## config.mk

```make
export PLATFORM = sky130hd
export DESIGN_NAME = select_decoder
export DESIGN_NICKNAME = d
export VERILOG_FILES = /design/src/select_decoder_pkg.sv /design/src/select_decode_core.sv /design/src/select_decoder.sv
export VERILOG_INCLUDE_DIRS = /design/src /design/src/src
export SDC_FILE = /design/constraint.sdc
export NUM_CORES = 1
export LEC_CHECK = 0
export BUFFER_PORTS_ARGS = -buffer_cell sky130_fd_sc_hd__buf_2
export CORE_ASPECT_RATIO = 1.25
export CORE_MARGIN = 5
export CORE_UTILIZATION = 29
export CTS_BUF_LIST = sky130_fd_sc_hd__clkbuf_4 sky130_fd_sc_hd__clkbuf_8 sky130_fd_sc_hd__clkbuf_16
export DETAILED_ROUTE_END_ITERATION = 10
export PLACE_DENSITY = 0.63
export SYNTH_ARGS = -nofsm -noshare
export SYNTH_HDL_FRONTEND = slang
export SYNTH_HIERARCHICAL = 1
export SYNTH_SLANG_ARGS = --single-unit
```

## constraint.sdc

```tcl
create_clock -name i_clk -period 0.8 [get_ports i_clk]
set_input_delay 0.12 -clock i_clk [delete_from_list [all_inputs] [get_ports i_clk]]
set_output_delay 0.12 -clock i_clk [all_outputs]
set_load 0.02 [all_outputs]
```

## src/select_decoder_cfg.svh

```systemverilog
`ifndef SELECT_DECODER_CFG_SVH
`define SELECT_DECODER_CFG_SVH

// address bit positions used by the decoder
`define SEL_BIT_ROM_AREA 15
`define SEL_BIT_ROM_PICK 10
`define SEL_BIT_RAM_LO 7
`define SEL_BIT_RAM_HI 8
`define SEL_BIT_SERIAL 10
`define SEL_BIT_PAR0 11
`define SEL_BIT_PAR1 12

// base addresses of each device window
`define SEL_BASE_ROM0 16'h8000
`define SEL_BASE_ROM1 16'h8400
`define SEL_BASE_RAM0 16'h0000
`define SEL_BASE_RAM1 16'h0080
`define SEL_BASE_RAM2 16'h0100
`define SEL_BASE_SERIAL 16'h0580
`define SEL_BASE_PAR0 16'h0980
`define SEL_BASE_PAR1 16'h1180

// start-up vector addresses
`define SEL_VEC_HI 16'hfffe
`define SEL_VEC_LO 16'hffff

// instruction length bounds in machine cycles
`define SEL_INSTR_MIN_CYC 2
`define SEL_INSTR_MAX_CYC 12

// all selects low after reset
`define SEL_RESET_VAL 8'h00

`endif

```

## src/select_decoder_pkg.sv

```systemverilog
package select_decoder_pkg;

    // processor bus cycle seen by the decoder
    typedef struct packed {
        logic [15:0] addr;
        logic valid_address_flag;
        logic rd_wr;
        logic phase_two;
        logic tristate_request;
        logic sleep_until_irq_op;
    } bus_s;

    // one select per device, active high
    typedef struct packed {
        logic rom0;
        logic rom1;
        logic ram0;
        logic ram1;
        logic ram2;
        logic serial_adapter;
        logic parallel_adapter0;
        logic parallel_adapter1;
    } sel_s;

    typedef enum logic [1:0] {
        BUS_IDLE,
        BUS_READ,
        BUS_WRITE
    } cyc_e;

endpackage

```

## src/select_decode_core.sv

```systemverilog
`timescale 1ns/1ps
`default_nettype none
`include "select_decoder_cfg.svh"

module select_decode_core
(
    input wire select_decoder_pkg::bus_s i_bus,
    output var select_decoder_pkg::sel_s o_sel
);

    logic hi;
    logic flag;

    // pure address decode, no state
    always_comb
    begin
        hi = i_bus.addr[`SEL_BIT_ROM_AREA];
        flag = i_bus.valid_address_flag;
        // rom area only with the top bit high; a10 picks the half
        o_sel.rom0 = hi & flag & ~i_bus.addr[`SEL_BIT_ROM_PICK];
        o_sel.rom1 = hi & flag & i_bus.addr[`SEL_BIT_ROM_PICK];
        // rams need a7/a8 and an inverted top bit
        o_sel.ram0 = ~hi & flag & ~i_bus.addr[`SEL_BIT_RAM_LO] & ~i_bus.addr[`SEL_BIT_RAM_HI];
        o_sel.ram1 = ~hi & flag & i_bus.addr[`SEL_BIT_RAM_LO] & ~i_bus.addr[`SEL_BIT_RAM_HI];
        o_sel.ram2 = ~hi & flag & ~i_bus.addr[`SEL_BIT_RAM_LO] & i_bus.addr[`SEL_BIT_RAM_HI];
        // adapters gated by the valid-address flag so idle cycles never clear interrupts
        o_sel.serial_adapter = ~hi & flag & i_bus.addr[`SEL_BIT_SERIAL];
        o_sel.parallel_adapter0 = ~hi & flag & i_bus.addr[`SEL_BIT_PAR0];
        o_sel.parallel_adapter1 = ~hi & flag & i_bus.addr[`SEL_BIT_PAR1];
    end

endmodule
`default_nettype wire

```

## src/select_decoder.sv

```systemverilog
// Function
// - rom region only when a15 high
// - a10 picks rom half, halves alternate every 1k
// - rams picked by a7 a8, address flag
// - inverted a15 qualifies every non-rom select
// - serial adapter on a10 at 0580
// - parallel adapters on a11, a12
// - all peripheral selects gated by flag
// - memory selects anded with flag too
// - read/write held high on idle cycles
// - start-up vectors fffe, ffff land in rom
// - tolerate any bus mix, 2..12 cycles
// - bus drive follows phase two
// - data drive drops after phase two
// - direct page spans first two rams
`timescale 1ns/1ps
`default_nettype none
`include "select_decoder_cfg.svh"

module select_decoder
(
    input wire logic i_clk,
    input wire logic i_nrst,
    input wire select_decoder_pkg::bus_s i_bus,
    output logic [7:0] o_sel,
    output logic o_rd_wr,
    output logic o_bus_drive_enable,
    output logic o_cyc_illegal
);

    select_decoder_pkg::sel_s comb_sel;
    select_decoder_pkg::sel_s sel_r;
    select_decoder_pkg::sel_s sel_nxt;
    logic rd_wr_r;
    logic rd_wr_nxt;
    logic drive_r;
    logic drive_nxt;
    logic illegal_r;
    logic illegal_nxt;
    logic floating;

    select_decode_core u_core
    (
        .i_bus(i_bus),
        .o_sel(comb_sel)
    );

    // next values; floating bus during sleep or tristate blocks every select
    always_comb
    begin
        floating = i_bus.tristate_request | i_bus.sleep_until_irq_op;
        sel_nxt = floating ? select_decoder_pkg::sel_s'(`SEL_RESET_VAL) : comb_sel;
        // idle cycles report read so no false write reaches memory
        rd_wr_nxt = i_bus.valid_address_flag & ~floating ? i_bus.rd_wr : 1'b1;
        // drive only after phase two was sampled high, so it drops one cycle after its trailing edge
        drive_nxt = i_bus.phase_two & ~i_bus.rd_wr & ~floating;
        // more than one select would mean a decode overlap
        illegal_nxt = ($countones(sel_nxt) > 1);
    end

    // registered outputs give glitch-free selects at one cycle latency
    // every edge decodes afresh, so any mix of bus and idle cycles is fine
    always_ff @(posedge i_clk or negedge i_nrst)
    begin
        if (!i_nrst)
        begin
            sel_r <= select_decoder_pkg::sel_s'(`SEL_RESET_VAL);
            rd_wr_r <= 1'b1;
            drive_r <= 1'b0;
            illegal_r <= 1'b0;
        end
        else
        begin
            sel_r <= sel_nxt;
            rd_wr_r <= rd_wr_nxt;
            drive_r <= drive_nxt;
            illegal_r <= illegal_nxt;
        end
    end

    assign o_sel = sel_r;
    assign o_rd_wr = rd_wr_r;
    assign o_bus_drive_enable = drive_r;
    assign o_cyc_illegal = illegal_r;

    // checks on the decoded selects, read/write and bus drive
    rom_area_a: assert property (@(posedge i_clk) disable iff (!i_nrst)
        (sel_r.rom0 | sel_r.rom1) |-> $past(i_bus.addr[15]))
        else $error("rom select without a15");
    rom_pick_a: assert property (@(posedge i_clk) disable iff (!i_nrst)
        sel_r.rom1 |-> $past(i_bus.addr[10]))
        else $error("rom half mismatch");
    ram_pick_a: assert property (@(posedge i_clk) disable iff (!i_nrst)
        sel_r.ram2 |-> $past(i_bus.addr[8]) && !$past(i_bus.addr[7]))
        else $error("third ram select wrong");
    low_area_a: assert property (@(posedge i_clk) disable iff (!i_nrst)
        $past(i_bus.addr[15]) |-> !(sel_r.ram0 | sel_r.serial_adapter | sel_r.parallel_adapter0))
        else $error("low device selected in rom area");
    serial_sel_a: assert property (@(posedge i_clk) disable iff (!i_nrst)
        sel_r.serial_adapter |-> $past(i_bus.addr[10]))
        else $error("serial select without a10");
    par_sel_a: assert property (@(posedge i_clk) disable iff (!i_nrst)
        sel_r.parallel_adapter1 |-> $past(i_bus.addr[12]))
        else $error("parallel select without a12");
    vma_gate_a: assert property (@(posedge i_clk) disable iff (!i_nrst)
        !$past(i_bus.valid_address_flag) |-> (sel_r == '0))
        else $error("select without valid address");
    float_gate_a: assert property (@(posedge i_clk) disable iff (!i_nrst)
        $past(i_bus.tristate_request) |-> (sel_r == '0) && o_rd_wr)
        else $error("select while bus floats");
    idle_read_a: assert property (@(posedge i_clk) disable iff (!i_nrst)
        !$past(i_bus.valid_address_flag) |-> o_rd_wr)
        else $error("write on idle cycle");
    drive_a: assert property (@(posedge i_clk) disable iff (!i_nrst)
        !$past(i_bus.phase_two) |-> !o_bus_drive_enable)
        else $error("drive past phase two");
    vector_a: assert property (@(posedge i_clk) disable iff (!i_nrst)
        $past(i_nrst) && ($past(i_bus.addr) == `SEL_VEC_HI) && $past(i_bus.valid_address_flag)
        && !$past(i_bus.tristate_request) && !$past(i_bus.sleep_until_irq_op) |-> sel_r.rom1)
        else $error("vector not in rom");

    // second start-up fetch must also land in the upper rom
    vector_lo_a: assert property (@(posedge i_clk) disable iff (!i_nrst)
        $past(i_nrst) && ($past(i_bus.addr) == `SEL_VEC_LO) && $past(i_bus.valid_address_flag)
        && !$past(i_bus.tristate_request) && !$past(i_bus.sleep_until_irq_op) |-> sel_r.rom1)
        else $error("second vector not in rom");

    // lower rom half only with a10 low
    rom0_pick_a: assert property (@(posedge i_clk) disable iff (!i_nrst)
        sel_r.rom0 |-> !$past(i_bus.addr[10]))
        else $error("lower rom half mismatch");

    // a valid fetch in the rom area must select exactly one rom
    rom_decode_a: assert property (@(posedge i_clk) disable iff (!i_nrst)
        $past(i_nrst) && $past(i_bus.addr[15]) && $past(i_bus.valid_address_flag)
        && !$past(i_bus.tristate_request) && !$past(i_bus.sleep_until_irq_op)
        |-> (sel_r.rom0 ^ sel_r.rom1))
        else $error("rom area fetch without rom select");

    // first ram needs a7 and a8 both low in the low area
    ram0_pick_a: assert property (@(posedge i_clk) disable iff (!i_nrst)
        sel_r.ram0 |-> !$past(i_bus.addr[7]) && !$past(i_bus.addr[8]) && !$past(i_bus.addr[15]))
        else $error("first ram select wrong");

    // second ram continues the direct page right after the first
    ram1_pick_a: assert property (@(posedge i_clk) disable iff (!i_nrst)
        sel_r.ram1 |-> $past(i_bus.addr[7]) && !$past(i_bus.addr[8]))
        else $error("second ram select wrong");

    // memory selects never rise without a valid address
    ram_flag_a: assert property (@(posedge i_clk) disable iff (!i_nrst)
        (sel_r.ram0 | sel_r.ram1 | sel_r.ram2 | sel_r.rom0 | sel_r.rom1)
        |-> $past(i_bus.valid_address_flag))
        else $error("memory select without valid address");

    // first parallel adapter follows a11 in the low area
    par0_sel_a: assert property (@(posedge i_clk) disable iff (!i_nrst)
        sel_r.parallel_adapter0 |-> $past(i_bus.addr[11]) && !$past(i_bus.addr[15]))
        else $error("parallel select without a11");

    // remaining low-area selects stay off in the rom area
    low_rest_a: assert property (@(posedge i_clk) disable iff (!i_nrst)
        (sel_r.ram1 | sel_r.ram2 | sel_r.parallel_adapter1) |-> !$past(i_bus.addr[15]))
        else $error("low device selected in rom area");

    // adapter selects need the valid-address flag, so idle reads stay harmless
    adapter_flag_a: assert property (@(posedge i_clk) disable iff (!i_nrst)
        (sel_r.serial_adapter | sel_r.parallel_adapter0 | sel_r.parallel_adapter1)
        |-> $past(i_bus.valid_address_flag))
        else $error("adapter select without valid address");

    // a10 alone in the low area with rams enabled is a decode overlap
    overlap_a: assert property (@(posedge i_clk) disable iff (!i_nrst)
        $past(i_nrst) && $past(i_bus.valid_address_flag) && !$past(i_bus.addr[15])
        && $past(i_bus.addr[10]) && !$past(i_bus.addr[7]) && !$past(i_bus.addr[8])
        && !$past(i_bus.tristate_request) && !$past(i_bus.sleep_until_irq_op) |-> o_cyc_illegal)
        else $error("overlap not flagged");

    // a write in phase two must drive the data bus
    drive_on_a: assert property (@(posedge i_clk) disable iff (!i_nrst)
        $past(i_nrst) && $past(i_bus.phase_two) && !$past(i_bus.rd_wr)
        && !$past(i_bus.tristate_request) && !$past(i_bus.sleep_until_irq_op) |-> o_bus_drive_enable)
        else $error("no drive on write");

    // a valid cycle passes read/write through unchanged
    rd_wr_pass_a: assert property (@(posedge i_clk) disable iff (!i_nrst)
        $past(i_nrst) && $past(i_bus.valid_address_flag)
        && !$past(i_bus.tristate_request) && !$past(i_bus.sleep_until_irq_op)
        |-> (o_rd_wr == $past(i_bus.rd_wr)))
        else $error("read/write not passed");

    // sleeping processor floats the bus, so nothing may be selected or driven
    sleep_gate_a: assert property (@(posedge i_clk) disable iff (!i_nrst)
        $past(i_bus.sleep_until_irq_op) |-> (sel_r == '0) && o_rd_wr && !o_bus_drive_enable)
        else $error("select while processor sleeps");

    rom_read_c: cover property (@(posedge i_clk) disable iff (!i_nrst) sel_r.rom0 ##1 sel_r.rom1);
    ram_c: cover property (@(posedge i_clk) disable iff (!i_nrst) sel_r.ram1);
    serial_c: cover property (@(posedge i_clk) disable iff (!i_nrst) sel_r.serial_adapter ##1 sel_r == '0);
    write_c: cover property (@(posedge i_clk) disable iff (!i_nrst) o_bus_drive_enable);
    overlap_c: cover property (@(posedge i_clk) disable iff (!i_nrst) o_cyc_illegal);

endmodule
`default_nettype wire

```

Yosys cells after proc, flatten, opt, wreduce, memory -nomap -nowiden

Index checks and enable logic that the tools add are counted.

Bitwise operators: 22
Order comparisons: 1
Add/sub/neg operators: 7
Mux-type cells: 2

Operators by type and width:

| cell               | number |
|---|---|
| $and 1x1->1        | 15 |
| $add 1x1->2        | 4 |
| $mux 8             | 1 |
| $add 2x2->3        | 2 |
| $not 1->1          | 6 |
| $add 3x3->4        | 1 |
| $gt 4x1->1 const B | 1 |
| $mux 1             | 1 |
| $or 1x1->1         | 1 |

Bits in registers: 11
Logic and storage cells: 43

Longest topological paths before layout

Depth after elaboration: 9
Mapped depth: 12
Gate-level depth less buffers: 11

By module

The synthesis kept the hierarchy.

Modules (own cells, without submodules):

| module             | cells each | area an instance (um^2) | times used |
|---|---|---|---|
| select_decoder     | 47         | 558.0                   | 1 |
| select_decode_core | 8          | 81.3                    | 1 |

Worst setup path after synthesis

No wires, ideal clock.

Kind: input -> register
Start point: in i_bus[0] in the netlist's numbering
End point: reg illegal_r, in the netlist o_cyc_illegal
Setup slack: -2.220 ns
Stages on the path: 12
Arrival time: 2.889 ns
Buffers on the path: 1
Cells stage by stage: nor2_4 buf_6 nand2_1 fa_1 fa_1 fa_1 inv_1 ha_1 inv_1 fa_1 nor4bb_1 a32oi_1

Cells in the longest elaborated chain, start to end: 6
Elaborated cells on any way between the ends: 10
Classes of those cells: 7 x add/sub; 1 x order compare; 1 x mux; 1 x bitwise

Ends and longest elaborated chain:

| item                                | line                 | text |
|---|---|---|
| from (decl)                         | select_decoder.sv:24 | `input wire select_decoder_pkg::bus_s i_bus,` |
| $or 1x1->1 *                        | select_decoder.sv:51 | `floating = i_bus.tristate_request \| i_bus.sleep_until_irq_op;` |
| $mux 8 *                            | select_decoder.sv:52 | `` sel_nxt = floating ? select_decoder_pkg::sel_s'(`SEL_RESET_VAL) : comb_sel; `` |
| $add 1x1->2 (not written as such)   | select_decoder.sv:58 | `illegal_nxt = ($countones(sel_nxt) > 1);` |
| $add 2x2->3 (not written as such)   | select_decoder.sv:58 |  |
| $add 3x3->4 (not written as such) * | select_decoder.sv:58 |  |
| $gt 4x1->1 *                        | select_decoder.sv:58 |  |
| net illegal_nxt                     | select_decoder.sv:39 | `logic illegal_nxt;` |
| to (signal assigned)                | select_decoder.sv:77 | `illegal_r <= illegal_nxt;` |
| to (decl)                           | select_decoder.sv:38 | `logic illegal_r;` |

The timed path passes the listed nets; every way through them passes the cells marked *.

==> out/results.txt <==
Largest net degree at the start of global routing = 12
Layout net count = 121
Fraction of layout cells with a size suffix above 1 = 51.11%
HPWL after DPL = 991.7 um
Run status = finished with violations
WP data arrival = 3040 ps
Clock power share = 35.0%
Post-synthesis mux area share = 0%
CP Class = in2reg
Post-synthesis area per instance = 11.62 sq um
P_int = 0.8828 mW
Pleak = 0.4869 nW
Vias = 502
Post-synthesis register bit count = 11
DIE WIDTH = 52.00 um
CP required = 940 ps
Number of setup violations in the final report = 12
Die height = 62.50 um
Synth Warn # = 6
Failing checks = negative setup slack
Sw Share = 22.33%
Via/cell ratio = 4.149
Tmin final = 2906 ps
Crit path capture type = register
Post-Synth XOR/XNOR Area = 0%
Initial Util = 29.55%
Slew headroom = 82.61%
Drt drc = 0
Met1 WL = 415 um
Final Routed Wirelength = 1199 um
RSZ-0062 raised after global routing = true
Largest fanout on the critical path = 4
Synth Area in Compound Gates = 1.370%
Power density cells = 1180 mW/mm^2
Combinational Power Share = 14.9%
Sequential power share = 50.1%
Largest buffer count on any clock path = 2
I/O pins = 34
Floorplan Core Area = 0.002163 sq mm
Total gr overflow = 0
DRT Pass-1 Iters = 4
Largest family of logic cells by synthesized area = simple AND/OR/NAND/NOR gates
Clock Pin Slew Worst Setup and Hold Paths = 70 ps
Worst-Margin Slew = 257.3 ps
Number of antenna violations at the first check in global routing = 0
Area Growth Syn to Fin = 50.68%
Setup ws final = -2106 ps
Leading area contributor after synthesis = dfrtp_1
CTS tree = done
Fin util = 44.53%
Met3 WL post-DR = 31 um
Post-Synth Adder-Cell Area = 18.40%
Synth Instances = 55
H-tree depth = 1
Synth area leaders = dfrtp_1, fa_1, and2_1, and3b_2, ha_1
Non-filler instance count after layout = 121
Clk sink count = 11
Fill count = 204
Num rows = 19
Die ar. = 0.003249 sq mm
Most frequent cells in the layout = buf_2, buf_6, dfrtp_1
Num CTS Buffers = 3
NetSw = 0.2538 mW
Simple-Gate Fraction of Synth Area = 31.12%
Global Route Usage Sum = 8.816%
Final worst-path cycle share = 363.3%
Fmax = 344.1 MHz
Remaining antenna violation count = 0
CTS Root Cell = clkbuf_4
Dpl ws = -2424 ps
Netlist cell types = 16
Top Layer Used = met4
Final Max Tran Viols = 0
Gp weighted congestion = 0.7081
Number of port buffers = 23
Post CTS Setup Buffer Count = 0
Ant diodes = 0
Number of placed instances, taps included = 116
Fin. Hold Viols = 0
DR WL/cell = 9.909 um
Met2 Routed Length = 738 um
Hold WC Path Type = in2reg
Worst setup SP type = primary input
First-pass GRT wire length = 2173 um
Synth top area share = 39.14%
Max Cap Violations = 0
Cell Area, Synth = 639.4 sq um
Worst vdd ir = 0.5949 mV
Most common cell after layout, fill and taps aside = buf_2
Initial DRC count = 6
Net Count, Synth = 85
Sequential area share after synthesis = 43.25%
Vias in the first global route = 529
-- synth_stat cells (all sizes together) --
library cell	n
dfrtp	10
and2	8
nand2	8
inv	7
and3b	4
fa	4
ha	3
and4bb	2
nor4b	2
a32oi	1
and3	1
buf	1
dfstp	1
nand3b	1
nor2	1
nor4bb	1
-- stage by stage --
stage	hold WS [ps]	total power, mW	setup TNS [ps]	cell area, sq um
after CTS	21.56	1.152	-3228	957.2
after global placement	-5.376	0.7305	-2751	842.1
after floorplan	-175.6	0.6450	-2158	639.4
after global routing	26.03	1.212	-3592	963.4
final	28.04	1.137	-3099	963.4
after detailed placement	-2.593	0.7329	-2815	842.1
-- power groups by stage --
| stage | clock, mW | sequential [mW] | combinational, mW |
|---|---|---|---|
| after floorplan | 0 | 0.591 | 0.0541 |
| after global placement | 0 | 0.578 | 0.153 |
| after detailed placement | 0 | 0.578 | 0.155 |
| after CTS | 0.412 | 0.570 | 0.170 |
| after global routing | 0.453 | 0.571 | 0.189 |
| final | 0.398 | 0.570 | 0.169 |
-- sequential cells by signal (all words and copies together), names as in the netlist --
signal and flops:
o_cyc_illegal 1, o_sel 8, o_bus_drive_enable 1, o_rd_wr 1
-- routing by layer --
metal | vias to the layer above | GRT usage, %
met5 | - | 0
met4 | 0 | 4.918
met3 | 2 | 1.432
met2 | 8 | 16.19
met1 | 243 | 8.915
li1 | 249 | -
-- layout make-up --
class	instances	area (sq um)	share of cell area [%]
Inverter	7	26.28	2.727
Sequential cell	11	276.5	28.70
Timing Repair Buffer	32	254.0	26.36
Tap cell	31	38.79	4.026
Clock buffer	4	30.03	3.117
Multi-Input combinational cell	36	337.8	35.06
-- critical path, stage by stage --
cell and delay (ps):
buf_2 120, and4bb_2 300, nand2_1 70, fa_1 450, fa_1 510, fa_1 410, inv_1 70, ha_1 160
inv_1 60, fa_1 490, nor4bb_2 220, a32oi_1 90
-- kinds of logic (layout without fill, tap and decap cells) --
group,after synthesis,after routing
fa+ha+maj,7,7
buf+inv,8,43
compound gates,1,1
simple gates,28,28
flops,11,11
-- path summary, 6_finish.rpt --
check,startpoint,to,cells after the start
setup / recovery,i_bus[20],o_cyc_illegal$_DFF_PN0_,12
hold / removal,i_bus[3],o_bus_drive_enable$_DFF_PN0_,2
max in group asynchronous,i_nrst,o_rd_wr$_DFF_PN1_,2
min in group asynchronous,i_nrst,o_bus_drive_enable$_DFF_PN0_,2
-- timing repair --
| item | CTS | global route |
|---|---|---|
| pin swaps | 1 | 0 |
| cloned | 0 | 0 |
| resized for setup | 23 | 1 |
| endpoints found under the setup margin | 12 | 13 |
| hold buffers | 1 | 0 |
| endpoints found under the hold margin | 11 | 0 |
(Power assumes the default switching activity.)
